File: config.mk
export PLATFORM = sky130hd
export DESIGN_NAME = cld_top
export DESIGN_NICKNAME = d
export VERILOG_FILES = /design/src/cld_pkg.sv /design/src/cld_timer.sv /design/src/cld_axil.sv /design/src/cld_top.sv
export VERILOG_INCLUDE_DIRS = /design/src /design/src/src
export SDC_FILE = /design/constraint.sdc
export NUM_CORES = 1
export LEC_CHECK = 0
export BUFFER_PORTS_ARGS = -buffer_cell sky130_fd_sc_hd__buf_4
export CAP_MARGIN = 20
export CORE_ASPECT_RATIO = 0.8
export CORE_UTILIZATION = 35
export DETAILED_ROUTE_END_ITERATION = 6
export PLACE_DENSITY = 0.6
export SKIP_CTS_REPAIR_TIMING = 1
export SYNTH_ARGS = -nofsm -noshare
export SYNTH_HDL_FRONTEND = slang
export SYNTH_HIERARCHICAL = 1
export SYNTH_SLANG_ARGS = --single-unit
File: constraint.sdc
create_clock -name CLK -period 8.95 [get_ports CLK]
set_input_delay 0 -clock CLK [delete_from_list [all_inputs] [get_ports CLK]]
set_output_delay 0 -clock CLK [all_outputs]
set_load 0.005 [all_outputs]
File: src/cld_defs.svh
// cold load detector constants: register offsets, field positions, reset values
// assumes inclusion by the package and the design modules of this block only
`ifndef CLD_DEFS_SVH
`define CLD_DEFS_SVH

`define CLD_ADDR_W        6
`define CLD_CUR_W         16
`define CLD_TMR_W         32

// register byte offsets
`define CLD_OFS_CTRL      6'h00
`define CLD_OFS_LOADOFF   6'h04
`define CLD_OFS_SETTLE    6'h08
`define CLD_OFS_MAXBLK    6'h0C
`define CLD_OFS_INRUSH    6'h10
`define CLD_OFS_STATUS    6'h14
`define CLD_OFS_IRQ_STAT  6'h18
`define CLD_OFS_IRQ_MASK  6'h1C

// control fields
`define CLD_CTRL_EN       0
`define CLD_CTRL_MODE_LO  1
`define CLD_CTRL_MODE_HI  2
`define CLD_CTRL_EXTBLK   3
`define CLD_CTRL_SWBLK    4
`define CLD_CTRL_ARBLK    5

// interrupt bits
`define CLD_IRQ_ON        0
`define CLD_IRQ_OFF       1
`define CLD_IRQ_INRUSH    2
`define CLD_IRQ_MAXBLK    3
`define CLD_IRQ_W         4

// reset values
`define CLD_CTRL_RST      32'h0000_0021
`define CLD_LOADOFF_RST   32'h0000_2710
`define CLD_SETTLE_RST    32'h0000_03E8
`define CLD_MAXBLK_RST    32'h0000_C350
`define CLD_INRUSH_RST    32'h0000_1000
`define CLD_MASK_RST      32'h0000_0000

// bus responses
`define CLD_RESP_OKAY     2'h0
`define CLD_RESP_SLVERR   2'h2

`endif

File: src/cld_pkg.sv
// cold load detector types shared by the bus slave and the core
// assumes cld_defs.svh sits beside it on the include path
`include "cld_defs.svh"

package cld_pkg;
    // cold detection modes, in the order of the control field
    typedef enum logic [1:0] {
        CLD_MODE_BRK,
        CLD_MODE_UC,
        CLD_MODE_AND,
        CLD_MODE_OR
    } cld_mode_e;

    // supervision sequence
    typedef enum logic [1:0] {
        CLD_WARM,
        CLD_LOADOFF,
        CLD_COLD,
        CLD_RECOVER
    } cld_state_e;

    // one register write taken from the bus
    typedef struct packed {
        logic [`CLD_ADDR_W-1:0] addr;
        logic [31:0]            data;
        logic [3:0]             strb;
    } cld_wreq_s;
endpackage

File: src/cld_timer.sv
// delay timer: counts clock cycles while enabled, clears whenever disabled
// assumes the enable falls at least one cycle between two timed intervals
`timescale 1ns/1ns
`include "cld_defs.svh"

module cld_timer #(
    parameter int W = `CLD_TMR_W
) (
    input  wire logic         clk,
    input  wire logic         nrst,
    input  wire logic         en,      // run request, low clears
    input  wire logic [W-1:0] preset,  // cycles to expiry
    output logic              done     // level, high once preset reached
);
    logic [W-1:0] cnt_q;               // elapsed cycles

    assign done = en && (cnt_q >= preset);

    // counter stops at the preset so it never wraps
    always_ff @(posedge clk or negedge nrst) begin
        if (!nrst) begin
            cnt_q <= '0;
        end else if (!en) begin
            cnt_q <= '0;
        end else if (!done) begin
            cnt_q <= cnt_q + W'(1);
        end
    end
endmodule

File: src/cld_axil.sv
// axi4-lite slave front end: turns bus traffic into single-cycle strobes
// assumes the core decodes addresses combinationally and answers in the same cycle
`timescale 1ns/1ns
`include "cld_defs.svh"

module cld_axil (
    input  wire logic                   clk,
    input  wire logic                   nrst,
    input  wire logic                   awvalid,
    output logic                        awready,
    input  wire logic [`CLD_ADDR_W-1:0] awaddr,
    input  wire logic                   wvalid,
    output logic                        wready,
    input  wire logic [31:0]            wdata,
    input  wire logic [3:0]             wstrb,
    output logic                        bvalid,
    input  wire logic                   bready,
    output logic [1:0]                  bresp,
    input  wire logic                   arvalid,
    output logic                        arready,
    input  wire logic [`CLD_ADDR_W-1:0] araddr,
    output logic                        rvalid,
    input  wire logic                   rready,
    output logic [31:0]                 rdata,
    output logic [1:0]                  rresp,
    output logic                        wr_en,     // one-cycle write strobe
    output cld_pkg::cld_wreq_s          wr_req,    // write address, data, lanes
    input  wire logic                   wr_ok,     // write address is mapped
    output logic                        rd_en,     // one-cycle read strobe
    input  wire logic [31:0]            rd_data,   // core read mux
    input  wire logic                   rd_ok      // read address is mapped
);
    // both write channels are waited for, then taken in one edge
    assign wr_en  = awvalid && wvalid && !awready && !bvalid;
    assign wr_req = '{addr: awaddr, data: wdata, strb: wstrb};
    assign rd_en  = arvalid && !arready && !rvalid;

    // write channels and response
    always_ff @(posedge clk or negedge nrst) begin
        if (!nrst) begin
            awready <= 1'b0;
            wready  <= 1'b0;
            bvalid  <= 1'b0;
            bresp   <= `CLD_RESP_OKAY;
        end else begin
            awready <= wr_en;
            wready  <= wr_en;
            if (wr_en) begin
                bvalid <= 1'b1;
                bresp  <= wr_ok ? `CLD_RESP_OKAY : `CLD_RESP_SLVERR;
            end else if (bready) begin
                bvalid <= 1'b0;
            end
        end
    end

    // read channels; data captured at the accepting edge
    always_ff @(posedge clk or negedge nrst) begin
        if (!nrst) begin
            arready <= 1'b0;
            rvalid  <= 1'b0;
            rdata   <= 32'h0000_0000;
            rresp   <= `CLD_RESP_OKAY;
        end else begin
            arready <= rd_en;
            if (rd_en) begin
                rvalid <= 1'b1;
                rdata  <= rd_ok ? rd_data : 32'h0000_0000;
                rresp  <= rd_ok ? `CLD_RESP_OKAY : `CLD_RESP_SLVERR;
            end else if (rready) begin
                rvalid <= 1'b0;
            end
        end
    end
endmodule

File: src/cld_top.sv
// cold load detector core with its register file and interrupt logic
// assumes breaker, undercurrent and current-magnitude inputs are synchronous to CLK
//
// Notes on behaviour
// - four cold modes: breaker, undercurrent, and, or
// - warm-to-cold transition starts load-off delay
// - load-off expiry raises cold-load active output
// - cold end starts inrush tracking
// - inrush seen when current exceeds threshold
// - inrush over at ninety percent of threshold
// - settle timer expiry releases active output
// - max-block expiry releases output despite inrush
// - active held no longer than max-block time after cold ends
// - settle below ninety percent stops max-block early
// - selectable external or internal block suppresses all
// - running auto-reclose blocks function when selected
// - only an indication, never a trip
`timescale 1ns/1ns
`include "cld_defs.svh"

module cld_top (
    input  wire logic                   CLK,
    input  wire logic                   NRST,
    input  wire logic                   BREAKER_POSITION_STATE, // high while breaker open
    input  wire logic                   UNDERCURRENT,           // high while below undercurrent level
    input  wire logic [`CLD_CUR_W-1:0]  LOAD_CURRENT,           // load current magnitude
    input  wire logic                   EXT_BLOCK,              // external blocking input
    input  wire logic                   AUTO_RECLOSE_RUNNING,   // reclose sequence in progress
    output logic                        COLD_LOAD_ACTIVE,       // block/desensitise indication
    output logic                        IRQ,
    input  wire logic                   S_AXI_AWVALID,
    output logic                        S_AXI_AWREADY,
    input  wire logic [`CLD_ADDR_W-1:0] S_AXI_AWADDR,
    input  wire logic                   S_AXI_WVALID,
    output logic                        S_AXI_WREADY,
    input  wire logic [31:0]            S_AXI_WDATA,
    input  wire logic [3:0]             S_AXI_WSTRB,
    output logic                        S_AXI_BVALID,
    input  wire logic                   S_AXI_BREADY,
    output logic [1:0]                  S_AXI_BRESP,
    input  wire logic                   S_AXI_ARVALID,
    output logic                        S_AXI_ARREADY,
    input  wire logic [`CLD_ADDR_W-1:0] S_AXI_ARADDR,
    output logic                        S_AXI_RVALID,
    input  wire logic                   S_AXI_RREADY,
    output logic [31:0]                 S_AXI_RDATA,
    output logic [1:0]                  S_AXI_RRESP
);
    // byte-lane merge of a write into a register
    function automatic logic [31:0] lane_merge(input logic [31:0] old, input logic [31:0] nw,
                                               input logic [3:0] strb);
        logic [31:0] r;
        r = old;
        for (int i = 0; i < 4; i++) begin
            if (strb[i]) begin
                r[i*8 +: 8] = nw[i*8 +: 8];
            end
        end
        return r;
    endfunction

    // current at or below 0.9 of the threshold, as 10*cur <= 9*thr
    function automatic logic below_90(input logic [`CLD_CUR_W-1:0] cur, input logic [`CLD_CUR_W-1:0] thr);
        logic [`CLD_CUR_W+3:0] c10;
        logic [`CLD_CUR_W+3:0] t9;
        c10 = ({4'h0, cur} << 3) + ({4'h0, cur} << 1);
        t9  = ({4'h0, thr} << 3) + {4'h0, thr};
        return c10 <= t9;
    endfunction

    logic                 wr_en;       // bus write strobe
    cld_pkg::cld_wreq_s   wr_req;      // bus write request
    logic                 rd_en;       // bus read strobe
    logic [31:0]          rd_data;     // read mux
    logic                 rd_ok;       // read address mapped
    logic                 wr_ok;       // write address mapped
    logic [31:0]          ctrl_q;      // enable, mode, block selections
    logic [31:0]          loadoff_q;   // load-off delay, cycles
    logic [31:0]          settle_q;    // settle delay, cycles
    logic [31:0]          maxblk_q;    // max-block delay, cycles
    logic [31:0]          inrush_q;    // inrush threshold in low bits
    logic [`CLD_IRQ_W-1:0] irq_stat_q; // sticky events
    logic [`CLD_IRQ_W-1:0] irq_mask_q; // event enables
    logic [`CLD_IRQ_W-1:0] irq_evt;    // events this cycle
    cld_pkg::cld_state_e  state_q;     // sequence state
    cld_pkg::cld_state_e  state_d;
    logic                 inrush_q_f;  // inrush under way: set above threshold, cleared at 90 percent
    logic                 act_d;       // next active output
    logic                 lo_done;     // load-off expired
    logic                 st_done;     // settle expired
    logic                 mb_done;     // max-block expired
    logic                 blocked;     // disabled or any selected block active

    // ---- bus front end ----
    cld_axil u_bus (
        .clk     (CLK),
        .nrst    (NRST),
        .awvalid (S_AXI_AWVALID),
        .awready (S_AXI_AWREADY),
        .awaddr  (S_AXI_AWADDR),
        .wvalid  (S_AXI_WVALID),
        .wready  (S_AXI_WREADY),
        .wdata   (S_AXI_WDATA),
        .wstrb   (S_AXI_WSTRB),
        .bvalid  (S_AXI_BVALID),
        .bready  (S_AXI_BREADY),
        .bresp   (S_AXI_BRESP),
        .arvalid (S_AXI_ARVALID),
        .arready (S_AXI_ARREADY),
        .araddr  (S_AXI_ARADDR),
        .rvalid  (S_AXI_RVALID),
        .rready  (S_AXI_RREADY),
        .rdata   (S_AXI_RDATA),
        .rresp   (S_AXI_RRESP),
        .wr_en   (wr_en),
        .wr_req  (wr_req),
        .wr_ok   (wr_ok),
        .rd_en   (rd_en),
        .rd_data (rd_data),
        .rd_ok   (rd_ok)
    );

    // ---- decode ----
    wire [`CLD_ADDR_W-1:0] ra       = S_AXI_ARADDR;
    wire                   w_ctrl   = wr_en && wr_req.addr == `CLD_OFS_CTRL;
    wire                   w_lo     = wr_en && wr_req.addr == `CLD_OFS_LOADOFF;
    wire                   w_st     = wr_en && wr_req.addr == `CLD_OFS_SETTLE;
    wire                   w_mb     = wr_en && wr_req.addr == `CLD_OFS_MAXBLK;
    wire                   w_ir     = wr_en && wr_req.addr == `CLD_OFS_INRUSH;
    wire                   w_mask   = wr_en && wr_req.addr == `CLD_OFS_IRQ_MASK;
    wire                   rd_clr   = rd_en && ra == `CLD_OFS_IRQ_STAT;   // read clears status

    // status and irq status are read-only; writes to them are accepted and ignored
    assign wr_ok = (wr_req.addr[1:0] == 2'h0) && (wr_req.addr <= `CLD_OFS_IRQ_MASK);
    assign rd_ok = (ra[1:0] == 2'h0) && (ra <= `CLD_OFS_IRQ_MASK);

    // read mux
    always_comb begin
        case (ra)
            `CLD_OFS_CTRL:     rd_data = ctrl_q;
            `CLD_OFS_LOADOFF:  rd_data = loadoff_q;
            `CLD_OFS_SETTLE:   rd_data = settle_q;
            `CLD_OFS_MAXBLK:   rd_data = maxblk_q;
            `CLD_OFS_INRUSH:   rd_data = {16'h0000, inrush_q[`CLD_CUR_W-1:0]};
            `CLD_OFS_STATUS:   rd_data = {27'h0000000, blocked, inrush_q_f, state_q, COLD_LOAD_ACTIVE};
            `CLD_OFS_IRQ_STAT: rd_data = {28'h0000000, irq_stat_q};
            `CLD_OFS_IRQ_MASK: rd_data = {28'h0000000, irq_mask_q};
            default:           rd_data = 32'h0000_0000;
        endcase
    end

    // configuration registers
    always_ff @(posedge CLK or negedge NRST) begin
        if (!NRST) begin
            ctrl_q     <= `CLD_CTRL_RST;
            loadoff_q  <= `CLD_LOADOFF_RST;
            settle_q   <= `CLD_SETTLE_RST;
            maxblk_q   <= `CLD_MAXBLK_RST;
            inrush_q   <= `CLD_INRUSH_RST;
            irq_mask_q <= `CLD_IRQ_W'(`CLD_MASK_RST);
        end else begin
            if (w_ctrl) ctrl_q <= lane_merge(ctrl_q, wr_req.data, wr_req.strb) & 32'h0000_003F;
            if (w_lo)   loadoff_q <= lane_merge(loadoff_q, wr_req.data, wr_req.strb);
            if (w_st)   settle_q <= lane_merge(settle_q, wr_req.data, wr_req.strb);
            if (w_mb)   maxblk_q <= lane_merge(maxblk_q, wr_req.data, wr_req.strb);
            if (w_ir)   inrush_q <= lane_merge(inrush_q, wr_req.data, wr_req.strb) & 32'h0000_FFFF;
            if (w_mask) irq_mask_q <= wr_req.data[`CLD_IRQ_W-1:0];
        end
    end

    // ---- cold detection and blocking ----
    wire [1:0] mode_f = ctrl_q[`CLD_CTRL_MODE_HI:`CLD_CTRL_MODE_LO];
    logic      cold;                   // selected cold condition
    always_comb begin
        case (cld_pkg::cld_mode_e'(mode_f))
            cld_pkg::CLD_MODE_BRK: cold = BREAKER_POSITION_STATE;
            cld_pkg::CLD_MODE_UC:  cold = UNDERCURRENT;
            cld_pkg::CLD_MODE_AND: cold = BREAKER_POSITION_STATE && UNDERCURRENT;
            cld_pkg::CLD_MODE_OR:  cold = BREAKER_POSITION_STATE || UNDERCURRENT;
            default:               cold = 1'b0;
        endcase
    end

    // disabled counts as blocked, so one term parks everything
    assign blocked = !ctrl_q[`CLD_CTRL_EN]
                   || ctrl_q[`CLD_CTRL_SWBLK]
                   || (ctrl_q[`CLD_CTRL_EXTBLK] && EXT_BLOCK)
                   || (ctrl_q[`CLD_CTRL_ARBLK] && AUTO_RECLOSE_RUNNING);

    wire thr_above = LOAD_CURRENT > inrush_q[`CLD_CUR_W-1:0];
    wire thr_low   = below_90(LOAD_CURRENT, inrush_q[`CLD_CUR_W-1:0]);
    wire in_rec    = state_q == cld_pkg::CLD_RECOVER;

    // ---- timers: enable low clears, so each new start counts from zero ----
    cld_timer u_loadoff (
        .clk    (CLK),
        .nrst   (NRST),
        .en     (state_q == cld_pkg::CLD_LOADOFF && !blocked),
        .preset (loadoff_q),
        .done   (lo_done)
    );
    // settle runs only while current sits at or below 90 percent
    cld_timer u_settle (
        .clk    (CLK),
        .nrst   (NRST),
        .en     (in_rec && thr_low && !blocked),
        .preset (settle_q),
        .done   (st_done)
    );
    cld_timer u_maxblk (
        .clk    (CLK),
        .nrst   (NRST),
        .en     (in_rec && !blocked),
        .preset (maxblk_q),
        .done   (mb_done)
    );

    // ---- sequence ----
    always_comb begin
        state_d = state_q;
        case (state_q)
            cld_pkg::CLD_WARM:    if (cold) state_d = cld_pkg::CLD_LOADOFF;
            cld_pkg::CLD_LOADOFF: begin
                if (!cold) begin
                    state_d = cld_pkg::CLD_WARM;
                end else if (lo_done) begin
                    state_d = cld_pkg::CLD_COLD;
                end
            end
            cld_pkg::CLD_COLD:    if (!cold) state_d = cld_pkg::CLD_RECOVER;
            // settle completion also ends max-block early
            cld_pkg::CLD_RECOVER: begin
                if (cold) begin
                    state_d = cld_pkg::CLD_COLD;
                end else if (st_done || mb_done) begin
                    state_d = cld_pkg::CLD_WARM;
                end
            end
            default:              state_d = cld_pkg::CLD_WARM;
        endcase
        if (blocked) state_d = cld_pkg::CLD_WARM;
    end

    assign act_d = state_d == cld_pkg::CLD_COLD || state_d == cld_pkg::CLD_RECOVER;

    // state, active output and inrush flag; output is indication only
    always_ff @(posedge CLK or negedge NRST) begin
        if (!NRST) begin
            state_q          <= cld_pkg::CLD_WARM;
            COLD_LOAD_ACTIVE <= 1'b0;
            inrush_q_f       <= 1'b0;
        end else begin
            state_q          <= state_d;
            COLD_LOAD_ACTIVE <= act_d;
            if (!in_rec || blocked) begin
                inrush_q_f <= 1'b0;
            end else if (thr_above) begin
                inrush_q_f <= 1'b1;
            end else if (thr_low) begin
                inrush_q_f <= 1'b0;
            end
        end
    end

    // ---- interrupts: set wins over read-clear ----
    assign irq_evt = {in_rec && mb_done && !cold,
                      in_rec && thr_above && !inrush_q_f,
                      COLD_LOAD_ACTIVE && !act_d,
                      !COLD_LOAD_ACTIVE && act_d};
    always_ff @(posedge CLK or negedge NRST) begin
        if (!NRST) begin
            irq_stat_q <= '0;
            IRQ        <= 1'b0;
        end else begin
            irq_stat_q <= (rd_clr ? '0 : irq_stat_q) | irq_evt;
            IRQ        <= |(((rd_clr ? '0 : irq_stat_q) | irq_evt) & irq_mask_q);
        end
    end
endmodule

# --- Yosys cells after proc, flatten, opt, wreduce, memory -nomap -nowiden ---
# Index checks and enable logic that the tools add are counted.
word_totals:
  ff_bits: 267
  input_bits: 75
  output_inout_bits: 43
  wordCells: 168
classes:
  add_sub_neg: 5
  magnitude_cmp: 7
  eq_ne: 23
  muxes: 27
  bitwise_logic: 2
  reduce_logical: 73
ops:
  columns: ["op", "n"]
  rows:
  - ["case mux 32 bit (8 select lines)", 1]
  - ["two-way mux 32 bit", 7]
  - ["adder 32 x 1 -> 32 bit, second input constant", 3]
  - ["greater-or-equal comparator 32 bit", 3]
  - ["equality test 6 x 5 -> 1 bit, second input constant", 6]
  - ["logical AND 1 bit", 30]
  - ["AND reduction 2 bit", 15]
  - ["equality test 6 x 4 -> 1 bit, second input constant", 4]
  - ["adder 19 x 16 -> 20 bit", 1]
  - ["adder 19 x 17 -> 20 bit", 1]
  - ["<= comparator 20 bit", 1]
  - ["two-way mux 2 bit", 9]
  - ["> comparator 16 bit", 1]
  - ["equality test 2 bit, second input constant", 6]
  - ["equality test 6 x 3 -> 1 bit, second input constant", 2]
  - ["<= comparator 6 x 5 -> 1 bit, second input constant", 2]
  - ["zero test 6 bit", 2]
  - ["zero test 1 bit", 11]
  - ["zero test 2 bit", 4]
  - ["case mux 2 bit (4 select lines)", 1]
  - ["logical OR 1 bit", 7]
  - ["two-way mux 1 bit", 7]
  - ["!= test 2 bit, second input constant", 3]
  - ["AND 4 bit", 1]
  - ["7 further kinds", 9]

# --- Depth between registers and ports, before layout ---
# Gate-level depths: netlist (run 1).
depth:
  word_depth: 19
  depth_mapped: 23
  depth_no_buf: 21

# --- Hierarchy ---
# The synthesis (run 1) kept the hierarchy.
by_module_without_submodules:
  columns: ["module", "n_inst", "cells_per_inst", "area_per_inst_um2"]
  rows:
  - ["cld_timer", 3, 318, 2937.8]
  - ["cld_top", 1, 758, 8136.6]
  - ["cld_axil", 1, 199, 2035.7]

# --- Worst setup path after synthesis (run 1) ---
# Ideal clock, no wire load.
synth_timing:
  path_type: "reg2reg"
  start: "register inrush_q[0]"
  end: "register IRQ"
  setup_ns: 0.133
  t_arrival_ns: 5.289
  path_slack_ns: 3.528
  path_stages_with_launch: 23
  path_buffers: 2
  cell_sequence: "dfrtp_1 -> ha_1 -> fa_1 -> a211oi_1 -> o21ai_0 -> and3_1 -> o31a_1 -> o21ai_0 -> xnor2_1 -> ha_1 -> nand4_1 -> or4_1 -> or4b_1 -> a21oi_1 -> clkbuf_1 -> clkbuf_1 -> nor2b_1 -> o21ai_0 -> nand4b_1 -> o31a_1 -> inv_1 -> a32oi_1 -> nand4_1"
synth_via:
  elab_chain_len: 17
  elab_cells_between_ends: 22
  classes_between: "1 x add/sub; 2 x order compare; 2 x eq/ne; 4 x mux; 2 x bitwise; 11 x reduce/logical"
synth_lines:
  columns: ["item", "line", "source"]
  rows:
  - ["start, declared", "cld_top.sv:81", "logic [31:0] inrush_q;"]
  - ["start signal, assigned", "cld_top.sv:159", "inrush_q <= `CLD_INRUSH_RST;"]
  - ["start signal, assigned", "cld_top.sv:166", "if (w_ir) inrush_q <= lane_merge(inrush_q, wr_req.data, wr_req.strb) & 32'h0000_FFFF;"]
  - ["adder 19 x 16 -> 20 bit (*)", "cld_top.sv:67", "t9 = ({4'h0, thr} << 3) + {4'h0, thr};"]
  - ["<= comparator 20 bit (*)", "cld_top.sv:68", "return c10 <= t9;"]
  - ["logical AND 1 bit (*) (2 in a row)", "cld_top.sv:206", ".en (in_rec && thr_low && !blocked),"]
  - ["logical AND 1 bit (*)", "cld_timer.sv:17", "assign done = en && (cnt_q >= preset);"]
  - ["net st_done", "cld_top.sv:90", "logic st_done;"]
  - ["logical OR 1 bit (*)", "cld_top.sv:235", "end else if (st_done || mb_done) begin"]
  - ["two-way mux 2 bit (*)", "cld_top.sv:235", null]
  - ["two-way mux 2 bit (*)", "cld_top.sv:233", "if (cold) begin"]
  - ["[2 not listed]", null, null]
  - ["equality test 2 bit", "cld_top.sv:244", "assign act_d = state_d == cld_pkg::CLD_COLD || state_d == cld_pkg::CLD_RECOVER;"]
  - ["logical OR 1 bit (*)", "cld_top.sv:244", null]
  - ["net act_d", "cld_top.sv:88", "logic act_d;"]
  - ["zero test 1 bit", "cld_top.sv:268", "COLD_LOAD_ACTIVE && !act_d,"]
  - ["logical AND 1 bit", "cld_top.sv:268", null]
  - ["OR 4 bit (*)", "cld_top.sv:276", "IRQ <= |(((rd_clr ? '0 : irq_stat_q) | irq_evt) & irq_mask_q);"]
  - ["AND 4 bit (*)", "cld_top.sv:276", null]
  - ["OR reduction 4 bit (*)", "cld_top.sv:276", null]
  - ["end signal, assigned", "cld_top.sv:276", null]
  - ["end, declared", "cld_top.sv:30", "output logic IRQ,"]
# Mark *: on every way through the listed nets, which the timed path passes. The rest lies on a longest branch.
# A chain may end at the register's enable or synchronous reset.

# --- Worst setup path after layout (run 1) ---
layout_timing:
  start: "register inrush_q[0]"
  end: "register state_q[0]"
layout_via:
  elab_chain_len: 10
layout_lines:
  columns: ["item", "line", "source"]
  rows:
  - ["adder 19 x 16 -> 20 bit", "cld_top.sv:67", null]
  - ["<= comparator 20 bit", "cld_top.sv:68", null]
  - ["logical AND 1 bit (2 in a row)", "cld_top.sv:206", null]
  - ["logical AND 1 bit", "cld_timer.sv:17", null]
  - ["net st_done", "cld_top.sv:90", null]
  - ["logical OR 1 bit", "cld_top.sv:235", null]
  - ["two-way mux 2 bit", "cld_top.sv:235", null]
  - ["two-way mux 2 bit", "cld_top.sv:233", null]
  - ["case mux 2 bit (4 select lines)", "cld_top.sv:221", "case (state_q)"]
  - ["two-way mux 2 bit", "cld_top.sv:241", "if (blocked) state_d = cld_pkg::CLD_WARM;"]
  - ["net state_d[0]", "cld_top.sv:86", "cld_pkg::cld_state_e state_d;"]
  - ["end signal, assigned", "cld_top.sv:249", "state_q <= cld_pkg::CLD_WARM;"]
  - ["end signal, assigned", "cld_top.sv:253", "state_q <= state_d;"]
  - ["end, declared", "cld_top.sv:85", "cld_pkg::cld_state_e state_q;"]
# The timed path passes the listed nets, and every way through them passes these cells.

==> results of run 1 <==
## routing by layer
metal	vias to the layer above	GRT usage	share of wire
li1	7183	-	-
met1	7540	0.283	0.49
met2	452	0.284	0.43
met3	57	0.0436	0.070
met4	0	0.0361	0.018
met5	-	0	0
## registers in the layout, indices dropped and copies added, names as in the netlist, 2 cells and up
register         count
ctrl_q               6
u_maxblk/cnt_q      32
loadoff_q           32
u_loadoff/cnt_q     32
irq_stat_q           4
u_bus/rdata         32
inrush_q            16
maxblk_q            32
u_settle/cnt_q      32
settle_q            32
state_q              2
irq_mask_q           4
## logic make-up (layout without fill, tap and decap cells)
kind of cell | Yosys count | count (layout)
adders and majority gates | 163 | 163
buffers and inverters | 293 | 404
other | 1 | 3
DFF | 265 | 265
and+or+nand+nor | 568 | 568
xor gates and xnor gates | 26 | 26
muxes | 213 | 213
AOI/OAI and AO/OA | 382 | 382
## through the flow
stage                     setup WS (ns)  area [um2]  hold WS (ns)  power (mW)
after floorplan                    3.53       19000        -0.296        1.69
after global placement             3.02       20100         0.191        1.83
after detailed placement           2.92       20100         0.214        1.84
after CTS                          2.90       21100        -0.422        3.12
after global routing               2.44       21600        0.0126        3.25
final                              2.73       21600      -0.00378        3.11
## worst max-delay path, cell delays in order, from the launching register on
cell and delay (ns):
sky130_fd_sc_hd__dfrtp_1 0.43, sky130_fd_sc_hd__ha_1 0.26, sky130_fd_sc_hd__fa_1 0.44, sky130_fd_sc_hd__a211oi_1 0.35
sky130_fd_sc_hd__o21ai_0 0.20, sky130_fd_sc_hd__and3_1 0.21, sky130_fd_sc_hd__o31a_1 0.31, sky130_fd_sc_hd__o21ai_0 0.19
sky130_fd_sc_hd__xnor2_1 0.09, sky130_fd_sc_hd__ha_1 0.30, sky130_fd_sc_hd__nand4_1 0.19, sky130_fd_sc_hd__or4_1 0.63
sky130_fd_sc_hd__or4b_1 0.60, sky130_fd_sc_hd__a21oi_4 0.17, sky130_fd_sc_hd__buf_4 0.49, sky130_fd_sc_hd__nor2b_1 0.31
sky130_fd_sc_hd__o21ai_0 0.18, sky130_fd_sc_hd__nand3_1 0.11, sky130_fd_sc_hd__a21oi_1 0.07, sky130_fd_sc_hd__dlygate4sd3_1 0.57
## Yosys cell counts, types with 10 or more instances
master / instances / share of area
sky130_fd_sc_hd__and3_1: 24 / 0.0079
sky130_fd_sc_hd__nand3_1: 37 / 0.0098
sky130_fd_sc_hd__o31ai_1: 20 / 0.0079
sky130_fd_sc_hd__dfrtp_1: 245 / 0.32
sky130_fd_sc_hd__nand4_1: 62 / 0.020
sky130_fd_sc_hd__buf_4: 58 / 0.023
sky130_fd_sc_hd__a22oi_1: 17 / 0.0067
sky130_fd_sc_hd__xnor2_1: 17 / 0.0078
sky130_fd_sc_hd__nor2_1: 30 / 0.0059
sky130_fd_sc_hd__nand2_1: 198 / 0.039
sky130_fd_sc_hd__or4_1: 20 / 0.0079
sky130_fd_sc_hd__o311ai_1: 36 / 0.017
sky130_fd_sc_hd__clkbuf_1: 46 / 0.0091
sky130_fd_sc_hd__ha_1: 161 / 0.11
sky130_fd_sc_hd__nand2b_1: 81 / 0.027
sky130_fd_sc_hd__nor4_1: 16 / 0.0053
sky130_fd_sc_hd__a21boi_1: 18 / 0.0071
sky130_fd_sc_hd__a21oi_1: 64 / 0.017
sky130_fd_sc_hd__o41ai_1: 36 / 0.017
sky130_fd_sc_hd__mux2i_1: 91 / 0.048
sky130_fd_sc_hd__a21o_1: 30 / 0.012
sky130_fd_sc_hd__a22o_1: 20 / 0.0092
sky130_fd_sc_hd__o21ai_0: 66 / 0.017
sky130_fd_sc_hd__inv_1: 168 / 0.033
sky130_fd_sc_hd__buf_2: 11 / 0.0029
sky130_fd_sc_hd__dfstp_2: 20 / 0.028
sky130_fd_sc_hd__and4_1: 10 / 0.0046
sky130_fd_sc_hd__nor4_2: 23 / 0.015
sky130_fd_sc_hd__mux2_2: 117 / 0.069
## where the power goes
part	switching (mW)	internal, mW	total, mW
registers	0.0292	1.23	1.26
logic	0.363	0.221	0.584
clock network	0.544	0.727	1.27
## cell type report
cell class                      count  share of cell area
Multi-Input combinational cell   1354               0.507
Sequential cell                   265               0.308
Timing Repair Buffer              180              0.0685
Tap cell                          693              0.0402
Clock buffer                       42              0.0397
Inverter                          168              0.0292
Clock inverter                     14             0.00673
Antenna cell                        1            0.000116
## final timing paths
check | start | end
max in group asynchronous | NRST | u_bus/rdata[9]
worst max register to register | inrush_q[0] | state_q[0]
min in group asynchronous | NRST | loadoff_q[30]
worst min-delay path | S_AXI_ARADDR[4] | irq_stat_q[2]
worst max-delay path | inrush_q[0] | state_q[0]
worst min register to register | u_bus/rdata[9] | u_bus/rdata[9]
==> results.txt, run 1 <==
- Top library cells by usage in the layout, fill and taps aside: sky130_fd_sc_hd__dfrtp_1, sky130_fd_sc_hd__nand2_1, sky130_fd_sc_hd__inv_1
* Leakage power of the design: 9.15 nW
* Slew at the pin closest to its max-slew limit: 1.07 ns
* Post-Route Utilization: 0.407
- Post-synthesis sequential element count: 265
* Sequential standard cell area: 6660 um2
- Buffers placed on the I/O ports in this run total 115.
- The final-report max-slew violation count was 0.
- Synth Area in Simple Gates: 0.175
- CTS tree: yes
- Post-synthesis cell area: 19000 um2
* Result of the run: finished with violations
* Max-cap viol count: 0
* Post-route antenna net violation count: 0
- Worst setup slack for register-to-register paths: 2.73 ns
* Vias in the first global route: 14608
- Wire length of the first global-routing pass: 84.4 mm
- Routability-driven placement finished with a final weighted congestion of 0.866.
* Hpwl dp: 39.5 mm
* Final cell count without fillers: 2717
* Failing checks: negative hold slack
* Area of combinational cells with multiple inputs: 10900 um2
- Proportion of synthesized chip area in sequential cells: 0.351
- In the synthesized netlist the dominant register cell turns out to be sky130_fd_sc_hd__dfrtp_1.
- Total core area: 53000 um2
- The number of antenna violations at the first check in global routing is 1.
- In the final design database the tool counted 2237 nets.
- Headroom to the max-slew limit came out at 0.286.
* Die X-Extent: 262 um
* Total Routing Usage GR: 0.191
- The tightest hold path in the finished design has a slack of -0.00378 ns.
- DIE HEIGHT: 210 um
- Proportion of synthesized area in mux cells: 0.123
* Period minus WS final: 6.22 ns
- Total power divided by cell area: 144 nW/um2
* VDD IR max: 0.136 mV
* WL/cell: 19.7 um
- Setup Skew: 0.0233 ns
- The floorplan step defined a die boundary enclosing 55200 um2.
* Type of element launching the critical path: flop
- Dividing the detail-routed via count by the number of cells gives 5.61.
- Number of buffers created by CTS: 30
* Arrival time reported for the critical path endpoint: 6.69 ns
* DRC marker count from the first detailed-route iteration: 1057
* Relative area change from synthesis to final layout: 13.6%
- Pin placement for this block handled 118 I/O pins.
- Total grt overflow: 0
- Setup violations remaining at the end of the flow were counted as 0.
- Of the total synthesized cell area, the portion taken by full adders, half adders and majority gates is 0.108.
- Gate count of the mapped netlist: 1911
- Entering global routing, the biggest net connects 128 pins.
- The critical path is of the flop to flop type.
- For this run, the top clock speed supported by timing is 161 MHz.
* Via total after detailed routing: 15232
* Combinational family with the most area after synthesis: simple AND/OR/NAND/NOR gates
* Critical path peak fanout: 59
* Syn avg cell area: 9.93 um2
- The count of endpoints failing hold in the final timing report was 2.
- Share of the synthesized netlist area taken by xor and xnor gates: 0.0120
- Counting tap cells, the placed design contains a total of 2612 instances.
- Depth of the worst register-to-register path: 19
- Worst Path Required: 9.42 ns
- Yosys mapped a number of flops with a built-in enable equal to 0.
* Final routed DRC violation total: 0
* Yosys warning total: 6
- Clock-pin slew was measured on the worst setup and hold paths at 0.07 ns.
* Root Buffer Master: sky130_fd_sc_hd__clkbuf_16
- The worst hold path passes through 4 cells.
- For this configuration, the core starts out at a cell density of 0.358.
- Fillers: 5122
- The post-synthesis compound-gate area fraction came to 0.156.
- The first detailed-routing pass ran for 5 iterations.
* Routed wire length: 53.6 mm
* CTS sink count: 265
- CTS built an H-tree with a depth of 1.
- Period utilisation layout: 0.695
- Distinct cell type count of the synthesized netlist: 82
* Hold crit path type: primary input to flop
* Summed negative setup slack over all endpoints: 0 ns
- Skew-Pair Late Insertion Delay: 0.59 ns
* Fraction of final layout cells with drive strength greater than 1: 0.201
- Fraction of synthesis flops using an asynchronous set or reset pin: 1.00
- Maximum buffer depth of the clock tree: 3
- The library cell used most frequently in the layout, excluding fill and tap cells, is sky130_fd_sc_hd__dfrtp_1.
- Setup repair after global routing missed its margin: false
- Nature of the critical path endpoint: flop
- Count of standard-cell rows: 75
(Power assumes the default switching activity.)
==> inputs of run 2 (changes only) <==
--- a/config.mk
+++ b/config.mk
@@ -6,12 +6,13 @@
 export SDC_FILE = /design/constraint.sdc
 export NUM_CORES = 1
 export LEC_CHECK = 0
+export ABC_AREA = 1
 export BUFFER_PORTS_ARGS = -buffer_cell sky130_fd_sc_hd__buf_4
 export CAP_MARGIN = 20
 export CORE_ASPECT_RATIO = 0.8
 export CORE_UTILIZATION = 35
 export DETAILED_ROUTE_END_ITERATION = 6
-export PLACE_DENSITY = 0.6
+export PLACE_DENSITY = 0.62
 export SKIP_CTS_REPAIR_TIMING = 1
 export SYNTH_ARGS = -nofsm -noshare
 export SYNTH_HDL_FRONTEND = slang
==> constraint.sdc (replaced) <==
create_clock -name CLK -period 5.71 [get_ports CLK]
set_input_delay 0 -clock CLK [delete_from_list [all_inputs] [get_ports CLK]]
set_output_delay 0 -clock CLK [all_outputs]
set_load 0.005 [all_outputs]
==> results.txt, run 2 <==
- The run finished, with violations left.
- The final reports fail on negative hold slack.
- Gate count of the mapped netlist: 2877 (+51%)
* Overall power of the completed layout: 4.72 mW (+52%)
- Critical hold path startpoint: BREAKER_POSITION_STATE
- Hold crit path type: primary input to flop
- Max-cap viol count: 0 (unchanged)
- Most frequent standard cell in the layout excluding fill and tap cells: sky130_fd_sc_hd__nand2_1
* Slew at the pin closest to its max-slew limit: 1.15 ns (+0.0802 ns)
- The depth of the worst hold-timing path was 7 (+3).
- Worst Path Required: 6.21 ns (-3.21 ns)
- Setup Skew: 0.0121 ns (-0.0111 ns)
* Summed negative setup slack over all endpoints: 0 ns (unchanged)
- WL/cell: 16.0 um (-19%)
* Maximum number of pins on one net before global-route repair: 146 (+14%)
- Compared with the post-synthesis result, the final layout area differs by 14.1%.
- Root Buffer Master: sky130_fd_sc_hd__clkbuf_16
- Fraction of post-synthesis cell area in the top cell type by area: 0.306 (-0.0169)
- The worst setup slack for register-to-register paths is 1.57 ns (-1.16 ns).
- The count of input and output buffers is 115 (unchanged).
- The residual DRC count was 0 (unchanged).
* Die ar.: 58200 um2 (+5.5%)
* CTS tree: yes
* Top library cells by usage in the layout, fill and taps aside: sky130_fd_sc_hd__nand2_1, sky130_fd_sc_hd__inv_1, sky130_fd_sc_hd__dfrtp_1
- For this run, the leading register cell type out of synthesis is sky130_fd_sc_hd__dfrtp_1.
- Final layout net count: 3217 (+44%)
* Proportion of synthesized chip area in sequential cells: 0.332 (-0.0183)
* WS Path Type: flop to flop
* Nature of the critical path endpoint: flop
- Startpoint of the worst-slack reg-to-reg timing path: inrush_q[4]
- Total grt overflow: 0 (unchanged)
- Vias in the first global route: 16586 (+14%)
- The detailed router's first-iteration violation count is 1561 (+48%).
* Period minus WS final: 4.14 ns (-2.08 ns)
* Fraction of final layout cells with drive strength greater than 1: 0.0870 (-0.114)
* Post-synthesis cell area: 20000 um2 (+5.5%)
- First drt pass iteration count: 5 (unchanged)
* Fraction of synthesis flops using an asynchronous set or reset pin: 1.00 (unchanged)
- The synthesis-stage register bit count came to 265 (unchanged).
- Count of standard-cell rows: 78 (+4.0%)
- The count of endpoints failing hold in the final timing report came to 23 (+21).
- Total power divided by cell area: 207 nW/um2 (+43%)
- By count the netlist is led by sky130_fd_sc_hd__nand2_1, sky130_fd_sc_hd__inv_1, sky130_fd_sc_hd__dfrtp_1.
* Top post-synthesis cells by area: sky130_fd_sc_hd__dfrtp_1, sky130_fd_sc_hd__nand2_1, sky130_fd_sc_hd__ha_1
- The period utilization is 0.725 (+0.0304).
- Total core area: 56600 um2 (+6.8%)
* Arrival time reported for the critical path endpoint: 4.64 ns (-2.05 ns)
* Fillers: 6032 (+18%)
* Die X-Extent: 269 um (+2.7%)
- Via/cell ratio: 4.95 (-12%)
* Worst slew margin relative to its limit: 0.231 (-0.0550)
- The wire length of the first global-routing pass came to 94.4 mm (+12%).
* Leakage power of the design: 11.8 nW (+28%)
* Total Routing Usage GR: 0.203 (+0.0118)
- The maximum fanout encountered on the critical timing path is 5 (-92%).
- Number of buffers created by CTS: 28 (-6.7%)
* Starting utilization of the core area: 0.354 (-0.00415)
* Routed wire length: 60.3 mm (+12%)
* Distinct cell type count of the synthesized netlist: 43 (-48%)
* Count of endpoints failing setup in the final report: 0 (unchanged)
- The final HPWL from detailed placement is 45.5 mm (+15%).
* Antenna violations before repair: 1 (unchanged)
* CTS sink count: 265 (unchanged)
- Maximum buffer depth of the clock tree: 3 (unchanged)
* Via total after detailed routing: 18610 (+22%)
- The worst slack on hold paths came to -0.0330 ns (-0.0292 ns).
- Worst hold path endpoint: state_q[0]
- The most common cell in the synthesized netlist is sky130_fd_sc_hd__nand2_1.
* Area of combinational cells with multiple inputs: 10900 um2 (-0.31%)
- Count of H-tree levels built during CTS: 1 (unchanged)
- The final antenna-violating net count was 0 (unchanged).
- I/O pin count: 118 (unchanged)
- Yosys warning total: 6 (unchanged)
- Setup repair after global routing missed its margin: false
* Depth of the worst register-to-register path: 25 (+6)
- The highest achievable clock rate was 241 MHz (+50%).
- The clock slew at the register clock pins of the worst setup and hold paths was 0.06 ns (about the same).
- Syn avg cell area: 6.96 um2 (-30%)
- In this run the critical register-to-register path is captured at IRQ.
* Post-synthesis cell type with the largest combined area: sky130_fd_sc_hd__dfrtp_1
- DIE HEIGHT: 216 um (+2.7%)
- The final-report max-slew violation count was 0 (unchanged).
* VDD IR max: 0.174 mV (+28%)
- The clock insertion delay at the later pin of the skew report was 0.57 ns (-0.02 ns).
- The routability congestion estimate from global placement came to 0.927 (+7.1%).
* Type of element launching the critical path: flop
* Sequential standard cell area: 6660 um2 (unchanged)
- The count of flip-flops with a built-in enable after synthesis is 0 (unchanged).
[run 2: changes by cell type after synthesis, sizes merged, moves of 81 or more]
cell    change
inv       +270
mux2      -118
mux2i      -91
nand2     +696
nand2b     -81
nand3     +179
nor2      +216
[run 2: critical path, cell delays in order (launching register included)]
cell and delay [ns]:
sky130_fd_sc_hd__dfrtp_1 0.44, sky130_fd_sc_hd__ha_1 0.38, sky130_fd_sc_hd__a21oi_1 0.22, sky130_fd_sc_hd__a21boi_0 0.36, sky130_fd_sc_hd__o21ai_0 0.23, sky130_fd_sc_hd__a21oi_1 0.24
sky130_fd_sc_hd__inv_1 0.06, sky130_fd_sc_hd__nand2_1 0.05, sky130_fd_sc_hd__nand2_1 0.07, sky130_fd_sc_hd__ha_1 0.27, sky130_fd_sc_hd__nand3_1 0.06, sky130_fd_sc_hd__nor2_1 0.22
sky130_fd_sc_hd__nand4_1 0.21, sky130_fd_sc_hd__a21oi_4 0.21, sky130_fd_sc_hd__inv_1 0.07, sky130_fd_sc_hd__a21oi_1 0.21, sky130_fd_sc_hd__nor2_1 0.10, sky130_fd_sc_hd__nand2_1 0.09
sky130_fd_sc_hd__nand4_1 0.11, sky130_fd_sc_hd__nand3_1 0.15, sky130_fd_sc_hd__nand2_1 0.07, sky130_fd_sc_hd__nand2_1 0.08, sky130_fd_sc_hd__nand2_1 0.05, sky130_fd_sc_hd__nand2_1 0.05
sky130_fd_sc_hd__nor2_1 0.04, sky130_fd_sc_hd__nand2_1 0.05
[run 2: how the worst max path moves through the flow]
stage	start	endpoint	slack [ns]	cells past startpoint
after floorplan	inrush_q[0]	IRQ	2.05	26
after global placement	inrush_q[0]	IRQ	1.70	25
after detailed placement	inrush_q[0]	IRQ	1.66	25
after CTS	inrush_q[0]	IRQ	1.63	25
after global routing	inrush_q[13]	IRQ	1.16	25
final	inrush_q[4]	IRQ	1.57	25
[run 2: routing by layer]
metal,vias up,GRT usage,share of wire
met5,-,0,0
met4,0,0.0263,0.0099
met3,44,0.0333,0.075
met2,512,0.289,0.41
met1,8651,0.323,0.51
li1,9403,-,-
[run 2: cell type report]
class | count | area share
clock buffers | 39 | 0.0364
diodes | 2 | 0.000219
well taps | 760 | 0.0416
repair buffers | 203 | 0.0759
inverters | 438 | 0.0719
clock inverters | 13 | 0.00575
flip-flops and latches | 265 | 0.291
multi-input cells | 2043 | 0.477
[run 2: logic make-up after synthesis]
logic type	count (synthesis)	synth area share
AOI/OAI and AO/OA	308	0.0869
xor gates and xnor gates	74	0.0324
adders and majority gates	163	0.103
buffers and inverters	570	0.125
DFF	265	0.332
other	1	0.000187
and+or+nand+nor	1496	0.321
[run 2: power by group]
group,switching [mW],internal [mW],total (mW)
registers,0.0496,1.93,1.98
logic,0.548,0.272,0.821
clock network,0.809,1.11,1.92
total,1.41,3.32,4.72
[run 2: metrics by stage]
stage                     cell area (um2)  worst slack [ns]  utilization  std cells
after floorplan                     20000              2.05            -       2878
after global placement              21100              1.70        0.373       3633
after detailed placement            21100              1.66        0.373       3633
after CTS                           22100              1.63        0.390       3685
after global routing                22900              1.16        0.404       3761
final                               22900              1.57        0.404       3763
